<file path="src/design/va_decode_pkg.sv">
// Constants, types and option tables for the virtual address front end.
// Assumes a single core clock domain; no software-visible registers.
package va_decode_pkg;

  localparam int VA_BITS = 64;
  localparam int MIN_VA_WIDTH = 43;
  localparam int FRAME_BITS = 32;
  localparam int PAGE_OPT_BITS = 2;
  localparam int MAX_PA_BITS = 48;
  localparam logic [1:0] PAGE_8K = 2'h0;
  localparam logic [1:0] PAGE_16K = 2'h1;
  localparam logic [1:0] PAGE_32K = 2'h2;
  localparam logic [1:0] PAGE_64K = 2'h3;
  localparam int OFFSET_BITS_MIN = 13;
  localparam int LEVEL_BITS_MIN = 10;
  localparam int LEVEL_COUNT = 3;
  localparam int PA_BITS_8K = 41;
  localparam int PA_BITS_16K = 45;
  localparam int PA_BITS_32K = 47;
  localparam int PA_BITS_64K = 48;
  // Table word field positions
  localparam int WORD_FRAME_LSB = 32;
  localparam int WORD_VALID = 0;
  localparam int WORD_FOR = 1;
  localparam int WORD_FOW = 2;
  localparam int WORD_FOE = 3;
  localparam int WORD_KRE = 8;
  localparam int WORD_URE = 9;
  localparam int WORD_KWE = 12;
  localparam int WORD_UWE = 13;
  localparam logic [1:0] SEG_DIRECT = 2'h2;
  localparam logic [1:0] SEG_HIGH = 2'h3;

  typedef enum logic [1:0] {ACC_LOAD, ACC_STORE, ACC_FETCH} access_t;
  typedef enum logic [1:0] {REGION_LOW, REGION_HIGH, REGION_DIRECT, REGION_NONE} region_t;

  function automatic int offset_bits(input logic [1:0] opt);
    return OFFSET_BITS_MIN + int'(opt);
  endfunction

  function automatic int va_width(input logic [1:0] opt);
    return offset_bits(opt) + LEVEL_COUNT * (LEVEL_BITS_MIN + int'(opt));
  endfunction

  function automatic int pa_width(input logic [1:0] opt);
    int w;
    w = PA_BITS_8K;
    case (opt)
      PAGE_16K: w = PA_BITS_16K;
      PAGE_32K: w = PA_BITS_32K;
      PAGE_64K: w = PA_BITS_64K;
      default: w = PA_BITS_8K;
    endcase
    return w;
  endfunction

endpackage

</file>
<file path="src/design/page_protect.sv">
// Per-page protection check against a translation word.
// Assumes the word comes from the translation buffer in the same cycle.
`timescale 1ns/1ps
module page_protect
  import va_decode_pkg::*;
(
  input wire logic [63:0] table_word,
  input wire access_t access,
  input wire logic user_mode,
  output logic violation,
  output logic read_fault,
  output logic write_fault,
  output logic exec_fault,
  output logic not_valid
);

  wire is_write = (access == ACC_STORE);
  wire read_ok = user_mode ? table_word[WORD_URE] : table_word[WORD_KRE];
  wire write_ok = user_mode ? table_word[WORD_UWE] : table_word[WORD_KWE];

  // Per mode: independent read and write enables; fault bits limit data or instruction use
  assign violation = is_write ? !write_ok : !read_ok;
  assign not_valid = !violation && !table_word[WORD_VALID];
  assign read_fault = !violation && !not_valid && (access == ACC_LOAD) && table_word[WORD_FOR];
  assign write_fault = !violation && !not_valid && is_write && table_word[WORD_FOW];
  assign exec_fault = !violation && !not_valid && (access == ACC_FETCH) && table_word[WORD_FOE];

endmodule

</file>
<file path="src/design/va_segment_decode.sv">
// Virtual address front end: range check, region select, direct relocation, protection.
// Assumes the core presents one request per cycle with a translation word already looked up.
`timescale 1ns/1ps
module va_segment_decode
  import va_decode_pkg::*;
#(
  parameter logic [1:0] PAGE_OPTION = PAGE_8K,
  parameter int PA_IMPL_BITS = 41
)
(
  input wire logic clk,
  input wire logic rst,
  input wire logic req_valid,
  input wire logic [63:0] virt_addr,
  input wire access_t access,
  input wire logic user_mode,
  input wire logic firmware_mode,
  input wire logic firmware_fetch_unmapped,
  input wire logic [63:0] table_word,
  output logic req_ready,
  output logic rsp_valid,
  output region_t region,
  output logic [63:0] phys_addr,
  output logic [1:0] space_type,
  output logic access_violation,
  output logic translation_not_valid,
  output logic fault_on_read,
  output logic fault_on_write,
  output logic fault_on_execute,
  output logic needs_lookup,
  output logic [15:0] level_index_0,
  output logic [15:0] level_index_1,
  output logic [15:0] level_index_2,
  output logic [15:0] page_offset_field
);

  ////////////////////////////////////////////////////////////////////////////////
  // Option derived widths
  localparam int OFF_W = offset_bits(PAGE_OPTION);
  localparam int LVL_W = LEVEL_BITS_MIN + int'(PAGE_OPTION);
  localparam int VA_W = va_width(PAGE_OPTION);
  localparam int PA_MAX = pa_width(PAGE_OPTION);
  localparam int PA_W = (PA_IMPL_BITS < PA_MAX) ? PA_IMPL_BITS : PA_MAX;
  localparam logic [63:0] PA_MASK = (64'h1 << PA_W) - 64'h1;

  ////////////////////////////////////////////////////////////////////////////////
  // Range check and region select
  wire sign_bit = virt_addr[VA_W-1];
  wire [63:0] upper_ref = {64{sign_bit}} << VA_W;
  wire [63:0] upper_got = virt_addr & ({64{1'b1}} << VA_W);
  wire in_range = (upper_got == upper_ref);
  wire [1:0] seg_bits = virt_addr[VA_W-1 -: 2];
  wire is_direct = (seg_bits == SEG_DIRECT);
  wire is_high = (seg_bits == SEG_HIGH);
  // Firmware may run fetches unmapped; translation otherwise applies to every in-range address outside the direct region
  wire fetch_unmapped = firmware_mode && firmware_fetch_unmapped && (access == ACC_FETCH);

  ////////////////////////////////////////////////////////////////////////////////
  // Direct region relocation
  wire [63:0] low_bits = virt_addr & ((64'h1 << (VA_W - 2)) - 64'h1);
  wire [63:0] direct_pa = virt_addr[VA_W-3] ? (low_bits | ({64{1'b1}} << (VA_W - 2))) : low_bits;
  wire direct_violation = user_mode;

  ////////////////////////////////////////////////////////////////////////////////
  // Mapped translation
  wire [FRAME_BITS-1:0] frame = table_word[WORD_FRAME_LSB +: FRAME_BITS];
  wire [63:0] frame_wide = {32'h0, frame};
  wire [63:0] offset_part = virt_addr & ((64'h1 << OFF_W) - 64'h1);
  wire [63:0] mapped_pa = (frame_wide << OFF_W) | offset_part;
  wire page_violation;
  wire page_not_valid;
  wire page_for;
  wire page_fow;
  wire page_foe;

  page_protect u_protect (
    .table_word(table_word),
    .access(access),
    .user_mode(user_mode),
    .violation(page_violation),
    .read_fault(page_for),
    .write_fault(page_fow),
    .exec_fault(page_foe),
    .not_valid(page_not_valid)
  );

  ////////////////////////////////////////////////////////////////////////////////
  // Combined decision
  wire use_direct = fetch_unmapped || is_direct;
  wire [63:0] raw_pa = fetch_unmapped ? virt_addr : (use_direct ? direct_pa : mapped_pa);
  wire [63:0] next_phys = raw_pa & PA_MASK;
  wire next_acv = !in_range || (is_direct && !fetch_unmapped && direct_violation)
                  || (!use_direct && page_violation);
  wire mapped_ok = in_range && !use_direct;
  region_t next_region;
  assign next_region = !in_range ? REGION_NONE : (is_direct ? REGION_DIRECT : (is_high ? REGION_HIGH : REGION_LOW));

  // Single-cycle path; never stalls
  assign req_ready = 1'b1;

  // Level index fields for the walker / buffer lookup, lowest level first
  wire [15:0] level_field [LEVEL_COUNT];
  for (genvar lv = 0; lv < LEVEL_COUNT; lv++)
  begin : gen_level
    wire [63:0] level_shift = virt_addr >> (OFF_W + lv * LVL_W);
    assign level_field[lv] = level_shift[15:0] & ((16'h1 << LVL_W) - 16'h1);
  end

  ////////////////////////////////////////////////////////////////////////////////
  // Result registers, visible the cycle after acceptance edge
  always_ff @(posedge clk)
  begin
    if (rst)
    begin
      rsp_valid <= 1'b0;
      region <= REGION_NONE;
      phys_addr <= 64'h0;
      space_type <= 2'h0;
      access_violation <= 1'b0;
      translation_not_valid <= 1'b0;
      fault_on_read <= 1'b0;
      fault_on_write <= 1'b0;
      fault_on_execute <= 1'b0;
      needs_lookup <= 1'b0;
      level_index_0 <= 16'h0;
      level_index_1 <= 16'h0;
      level_index_2 <= 16'h0;
      page_offset_field <= 16'h0;
    end
    else
    begin
      rsp_valid <= req_valid;
      if (req_valid)
      begin
        region <= next_region;
        phys_addr <= next_acv ? 64'h0 : next_phys;
        space_type <= next_phys[PA_W-1 -: 2];
        access_violation <= next_acv;
        translation_not_valid <= mapped_ok && !page_violation && page_not_valid;
        fault_on_read <= mapped_ok && page_for;
        fault_on_write <= mapped_ok && page_fow;
        fault_on_execute <= mapped_ok && page_foe;
        needs_lookup <= mapped_ok;
        level_index_0 <= level_field[0];
        level_index_1 <= level_field[1];
        level_index_2 <= level_field[2];
        page_offset_field <= offset_part[15:0];
      end
    end
  end

  ////////////////////////////////////////////////////////////////////////////////
  // Checks
  range_fault_a: assert property (@(posedge clk) disable iff (rst)
    req_valid && !in_range |=> access_violation && rsp_valid && region == REGION_NONE)
    else $error("out of range address did not fault");

  range_sign_a: assert property (@(posedge clk) disable iff (rst)
    req_valid && (virt_addr[63:VA_W-1] == '0) |=> region != REGION_NONE)
    else $error("positive in range address rejected");

  direct_sel_a: assert property (@(posedge clk) disable iff (rst)
    req_valid && in_range && seg_bits == SEG_DIRECT |=> region == REGION_DIRECT && !needs_lookup)
    else $error("direct region not selected");

  direct_user_a: assert property (@(posedge clk) disable iff (rst)
    req_valid && in_range && is_direct && user_mode && !fetch_unmapped |=> access_violation)
    else $error("user access to direct region allowed");

  direct_reloc_a: assert property (@(posedge clk) disable iff (rst)
    req_valid && in_range && is_direct && !user_mode && !fetch_unmapped
    |=> phys_addr == ($past(direct_pa) & PA_MASK))
    else $error("direct relocation wrong");

  mapped_pa_a: assert property (@(posedge clk) disable iff (rst)
    req_valid && mapped_ok && !page_violation
    |=> phys_addr[OFF_W-1:0] == $past(virt_addr[OFF_W-1:0])
        && phys_addr[PA_W-1:OFF_W] == $past(table_word[WORD_FRAME_LSB +: PA_W - OFF_W]))
    else $error("frame number not placed above offset");

  store_write_a: assert property (@(posedge clk) disable iff (rst)
    req_valid && mapped_ok && access == ACC_STORE && !table_word[user_mode ? WORD_UWE : WORD_KWE]
    |=> access_violation)
    else $error("store without write enable allowed");

  pa_width_a: assert property (@(posedge clk) disable iff (rst)
    rsp_valid |-> (phys_addr >> PA_W) == 64'h0)
    else $error("physical address wider than implemented");

  same_cycle_a: assert property (@(posedge clk) disable iff (rst)
    req_valid |-> req_ready ##1 rsp_valid)
    else $error("response not presented on time");

  offset_keep_a: assert property (@(posedge clk) disable iff (rst)
    req_valid
    |=> page_offset_field == 16'($past(virt_addr[OFF_W-1:0])))
    else $error("page offset field wrong");

  level_split_a: assert property (@(posedge clk) disable iff (rst)
    req_valid
    |=> {level_index_2[LVL_W-1:0], level_index_1[LVL_W-1:0], level_index_0[LVL_W-1:0],
      page_offset_field[OFF_W-1:0]} == $past(virt_addr[VA_W-1:0]))
    else $error("level fields do not tile the address");

  level_upper_a: assert property (@(posedge clk) disable iff (rst)
    req_valid
    |=> (level_index_0 >> LVL_W) == 16'h0 && (level_index_1 >> LVL_W) == 16'h0
        && (level_index_2 >> LVL_W) == 16'h0)
    else $error("level field wider than level width");

  frame_width_a: assert property (@(posedge clk) disable iff (rst)
    req_valid && mapped_ok && !page_violation
    |=> (phys_addr >> (OFF_W + FRAME_BITS)) == 64'h0)
    else $error("frame number wider than its field");

  pa_table_a: assert property (@(posedge clk) disable iff (rst)
    rsp_valid |-> (phys_addr >> PA_MAX) == 64'h0)
    else $error("physical address beyond page option limit");

  pa_reach_a: assert property (@(posedge clk) disable iff (rst)
    rsp_valid |-> (phys_addr >> (VA_W - 2)) == 64'h0)
    else $error("physical address not reachable through direct region");

  space_bits_a: assert property (@(posedge clk) disable iff (rst)
    rsp_valid && !access_violation |-> space_type == phys_addr[PA_W-1 -: 2])
    else $error("space type not top physical bits");

  unmapped_fetch_a: assert property (@(posedge clk) disable iff (rst)
    req_valid && in_range && firmware_mode && firmware_fetch_unmapped && access == ACC_FETCH
    |=> !access_violation && !needs_lookup && phys_addr == ($past(virt_addr) & PA_MASK))
    else $error("firmware fetch not passed unmapped");

  always_mapped_a: assert property (@(posedge clk) disable iff (rst)
    req_valid && in_range && seg_bits != SEG_DIRECT
    && !(firmware_mode && firmware_fetch_unmapped && access == ACC_FETCH)
    |=> needs_lookup)
    else $error("mapped address skipped translation");

  load_read_a: assert property (@(posedge clk) disable iff (rst)
    req_valid && mapped_ok && access != ACC_STORE && !table_word[user_mode ? WORD_URE : WORD_KRE]
    |=> access_violation)
    else $error("read without read enable allowed");

  invalid_word_a: assert property (@(posedge clk) disable iff (rst)
    req_valid && mapped_ok && !page_violation && !table_word[WORD_VALID]
    |=> translation_not_valid && !fault_on_read && !fault_on_write && !fault_on_execute)
    else $error("invalid word not reported");

  fetch_fault_a: assert property (@(posedge clk) disable iff (rst)
    req_valid && mapped_ok && !page_violation && table_word[WORD_VALID]
    && access == ACC_FETCH && table_word[WORD_FOE]
    |=> fault_on_execute && !access_violation)
    else $error("data only page allowed a fetch");

  read_fault_a: assert property (@(posedge clk) disable iff (rst)
    req_valid && mapped_ok && !page_violation && table_word[WORD_VALID]
    && access == ACC_LOAD && table_word[WORD_FOR]
    |=> fault_on_read && !access_violation)
    else $error("instruction only page allowed a load");

  direct_kernel_a: assert property (@(posedge clk) disable iff (rst)
    req_valid && in_range && is_direct && !user_mode
    |=> !access_violation && region == REGION_DIRECT)
    else $error("kernel access to direct region refused");

  acv_zero_a: assert property (@(posedge clk) disable iff (rst)
    rsp_valid && access_violation |-> phys_addr == 64'h0)
    else $error("faulting access leaked an address");

endmodule

</file>
<file path="config.mk">
export PLATFORM = sky130hd
export DESIGN_NAME = va_segment_decode
export DESIGN_NICKNAME = d
export VERILOG_FILES = /design/src/design/va_decode_pkg.sv /design/src/design/page_protect.sv /design/src/design/va_segment_decode.sv
export SDC_FILE = /design/constraint.sdc
export NUM_CORES = 1
export LEC_CHECK = 0
export BUFFER_PORTS_ARGS = -buffer_cell sky130_fd_sc_hd__buf_2
export CAP_MARGIN = 25
export CELL_PAD_IN_SITES_DETAIL_PLACEMENT = 1
export CELL_PAD_IN_SITES_GLOBAL_PLACEMENT = 2
export CORE_ASPECT_RATIO = 0.6
export CORE_MARGIN = 5
export CORE_UTILIZATION = 20
export CTS_CLUSTER_SIZE = 16
export DETAILED_ROUTE_END_ITERATION = 8
export PLACE_DENSITY_LB_ADDON = 0.1
export SLEW_MARGIN = 25
export SYNTH_ARGS = -nofsm -noshare
export SYNTH_HDL_FRONTEND = slang
export SYNTH_SLANG_ARGS = --single-unit
export TNS_END_PERCENT = 30
</file>
<file path="constraint.sdc">
create_clock -name clk -period 1.7 [get_ports clk]
set_clock_uncertainty 0.05 [all_clocks]
set_input_delay 0.425 -clock clk [delete_from_list [all_inputs] [get_ports clk]]
set_output_delay 0.425 -clock clk [all_outputs]
set_load 0.01 [all_outputs]
</file>
==> flow_metrics.env <==
export IMPL_io_buffers=202
export IMPL_synth_yosys_seq_area_share_pct=46.7
export IMPL_final_instance_count_excl_fill=945
export IMPL_finalWeightedCongestion=0.747
export IMPL_fin_nets=804
export IMPL_most_frequent_cells_in_the_layout="201 x buf_2, 95 x dfxtp_1, 64 x nand2_1, 61 x mux2i_1, 45 x conb_1"
export IMPL_area_growth_pct=43.3
export IMPL_finalCritPeriodShare_pct=94.8
export IMPL_timing_fmax_mhz=620
export IMPL_synth_yosys_warnings=0
export IMPL_setup_violations_final=0
export IMPL_initial_antenna_violation_count=4
export IMPL_dr_pass1_iters=4
export IMPL_finalMaxSlewViolations=0
export IMPL_cts_root_buf="clkbuf_16"
export IMPL_vias_in_the_first_global_route=4007
export IMPL_routed_wirelength_mm=14.9
export IMPL_layout_cells_most_common="buf_2"
export IMPL_finalWorstPathRequiredPeriod_ns=1.61
export IMPL_async_flop_share_pct=0
export IMPL_route_detailed_drc=0
export IMPL_yosysUniqueCellTypes=35
export IMPL_report_final_hold_viol_count=0
export IMPL_die_area_mm2=0.0234
export IMPL_synthesis_instances=449
export IMPL_placed_cells=928
export IMPL_setup_worst_path_class="input port to flip-flop"
export IMPL_worst_endpoint_required_ns=1.88
export IMPL_cellPowerDensity_mw_per_mm2=886
export IMPL_global_route_congestion_overflow_total=0
export IMPL_preCtsSetupSlack_ns=-0.349
export IMPL_outcome="complete, no violations"
export IMPL_clk_pin_slew_worst_paths_ns=0.07
export IMPL_mappedNetlistArea_mm2=0.00408
export IMPL_chipWidth_um=194
export IMPL_ir_worst_vdd_mv=0.417
export IMPL_tritoncts_clock_tree="built"
export IMPL_synth_top_cell_by_area="dfxtp_1"
export IMPL_synth_top_cell_area_share_pct=46.7
export IMPL_critical_path_arrival_ns=1.79
export IMPL_std_cell_rows=40
export IMPL_cts_num_sinks=95
export IMPL_synth_ff_latch_count=95
export IMPL_cp_cell_instances="buf_2, nand3_2, or3_4, a21oi_4, buf_4, a41oi_1, or2_4"
export IMPL_route_vias_total=3735
export IMPL_worst_path_largest_cell_delay_ns=0.34
export IMPL_initial_core_utilization_pct=20.4
export IMPL_unrepaired_setup_endpoints_after_global_routing="false"
export IMPL_boundaryPins=276
export IMPL_clock_insertion_delay_worst_skew_ns=0.33
export IMPL_globalRouteTotalUtil_pct=12.5
export IMPL_core_mm2=0.0200
export IMPL_min_delay_path_class="input port to flip-flop"
export IMPL_drt_first_iter_violations=55
export IMPL_syn_mean_instance_area_um2=9.08
export IMPL_pin_count_of_the_biggest_net_entering_global_routing=54
export IMPL_cts_path_max_buffers=2
export IMPL_grt_pass1_wl_mm=22.9
export IMPL_fin_ws_ns=0.0880
export IMPL_synthFlopType="dfxtp_1"
export IMPL_synth_area_top_cells="dfxtp_1 47%, mux2i_1 15%, buf_4 8.5%, nand2_1 6.0%, nor2_1 3.7%"
export IMPL_synth_edf_count=0
export IMPL_antenna_violating_nets_post_route=0
export IMPL_avgViaCountPerCell=3.95
export IMPL_cp_slowest_cell="or3_4"
export IMPL_cts_buffers_inserted=9
export IMPL_place_hpwl_mm=11.5
export IMPL_startpoint_class="input port"
export IMPL_die_h_um=121
export IMPL_cts_max_level=3
export IMPL_critical_path_peak_fanout=7
export IMPL_post_route_cells_drive_above_1_share_pct=39.2
export IMPL_max_cap_viol_count=0
export IMPL_avgRoutedWirePerCell_um=15.8
export IMPL_power_static_leakage_nw=2.84
export IMPL_critPathCaptureType="flip-flop"
[metal layers]
metal	GRT usage, %	part of all wire [%]	up-vias
met5	0	0.27	-
met4	2.41	0.68	6
met3	6.32	10	16
met2	18.8	43	131
met1	16.1	46	1717
li1	-	-	1865
[synth_stat cells, types with 3 or more instances]
library cell	number
clkbuf_1	17
nand2_1	65
o21ai_1	21
mux2i_1	61
nor3_1	3
buf_4	46
nor2_1	40
buf_1	3
buf_2	4
nor4_1	4
nand2b_1	18
nand3_1	6
a21oi_1	15
nand4_1	5
o21ai_0	22
dfxtp_1	95
[critical path, delay by kind of cell]
| family | cells | cell delay, ns |
|---|---|---|
| AOI/OAI and AO/OA | 2 | 0.36 |
| and+or+nand+nor | 3 | 0.66 |
| buffers and inverters | 2 | 0.34 |
[path summary, 6_finish.rpt]
check                           cells past startpoint  slack [ns]          endpoint          start
worst max-delay path                                7        0.09         region[0]  virt_addr[42]
worst max register to register                      3        0.81         region[1]      region[1]
worst min register to register                      2        0.39     phys_addr[28]  phys_addr[28]
worst min-delay path                                3        0.28  level_index_1[9]  virt_addr[32]
[report_power, final]
| part | switching [mW] | total, mW | internal (mW) |
|---|---|---|---|
| Clock | 0.880 | 2.16 | 1.28 |
| Sequential | 0.0324 | 2.32 | 2.29 |
| Combinational | 0.383 | 0.697 | 0.313 |
| Total | 1.30 | 5.18 | 3.88 |
[state kept, by name, indices dropped and copies added (netlist names)]
name,count
phys_addr,41
level_index_0,10
fault_on_execute,1
fault_on_read,1
level_index_2,10
level_index_1,10
needs_lookup,1
page_offset_field,13
translation_not_valid,1
rsp_valid,1
fault_on_write,1
access_violation,1
region,2
space_type,2
[layout make-up]
class                   count  area [um2]
diodes                      1        2.50
clock buffers               9         225
clock inverters             5        83.8
fillers                  2400       14200
inverters                   1        3.75
multi-input cells         326        1920
flip-flops and latches     95        1900
well taps                 273         342
repair buffers            235        1360
[kinds of logic (layout without fill, tap and decap cells)]
family          Yosys count  in the layout  share of synthesized area [%]
flops                    95             95                           46.7
compound gates           68             68                           9.70
mux                      62             62                           15.3
simple gates            151            151                           17.3
other cells               2             46                          0.184
buf+inv                  71            250                           10.9
[what timing repair did]
item,in CTS,in global routing
resized for setup,0,6
hold buffers,0,0
buffers inserted,0,2
endpoints found under the setup margin,0,40
[through the flow]
step | util [%] | power [mW] | instance area, um2 | hold WS [ns] | TNS [ns]
finish | 29.2 | 5.18 | 5840 | 0.278 | 0
global route | 29.2 | 5.45 | 5840 | 0.289 | 0
CTS | 29.0 | 5.31 | 5810 | 0.259 | 0
detailed placement | 27.5 | 3.08 | 5500 | 0.388 | -14.07
global placement | 27.5 | 3.07 | 5500 | 0.380 | -11.82
floorplan | - | 2.78 | 4270 | 0.412 | -1.70
Power figures use the tool's default switching activity.
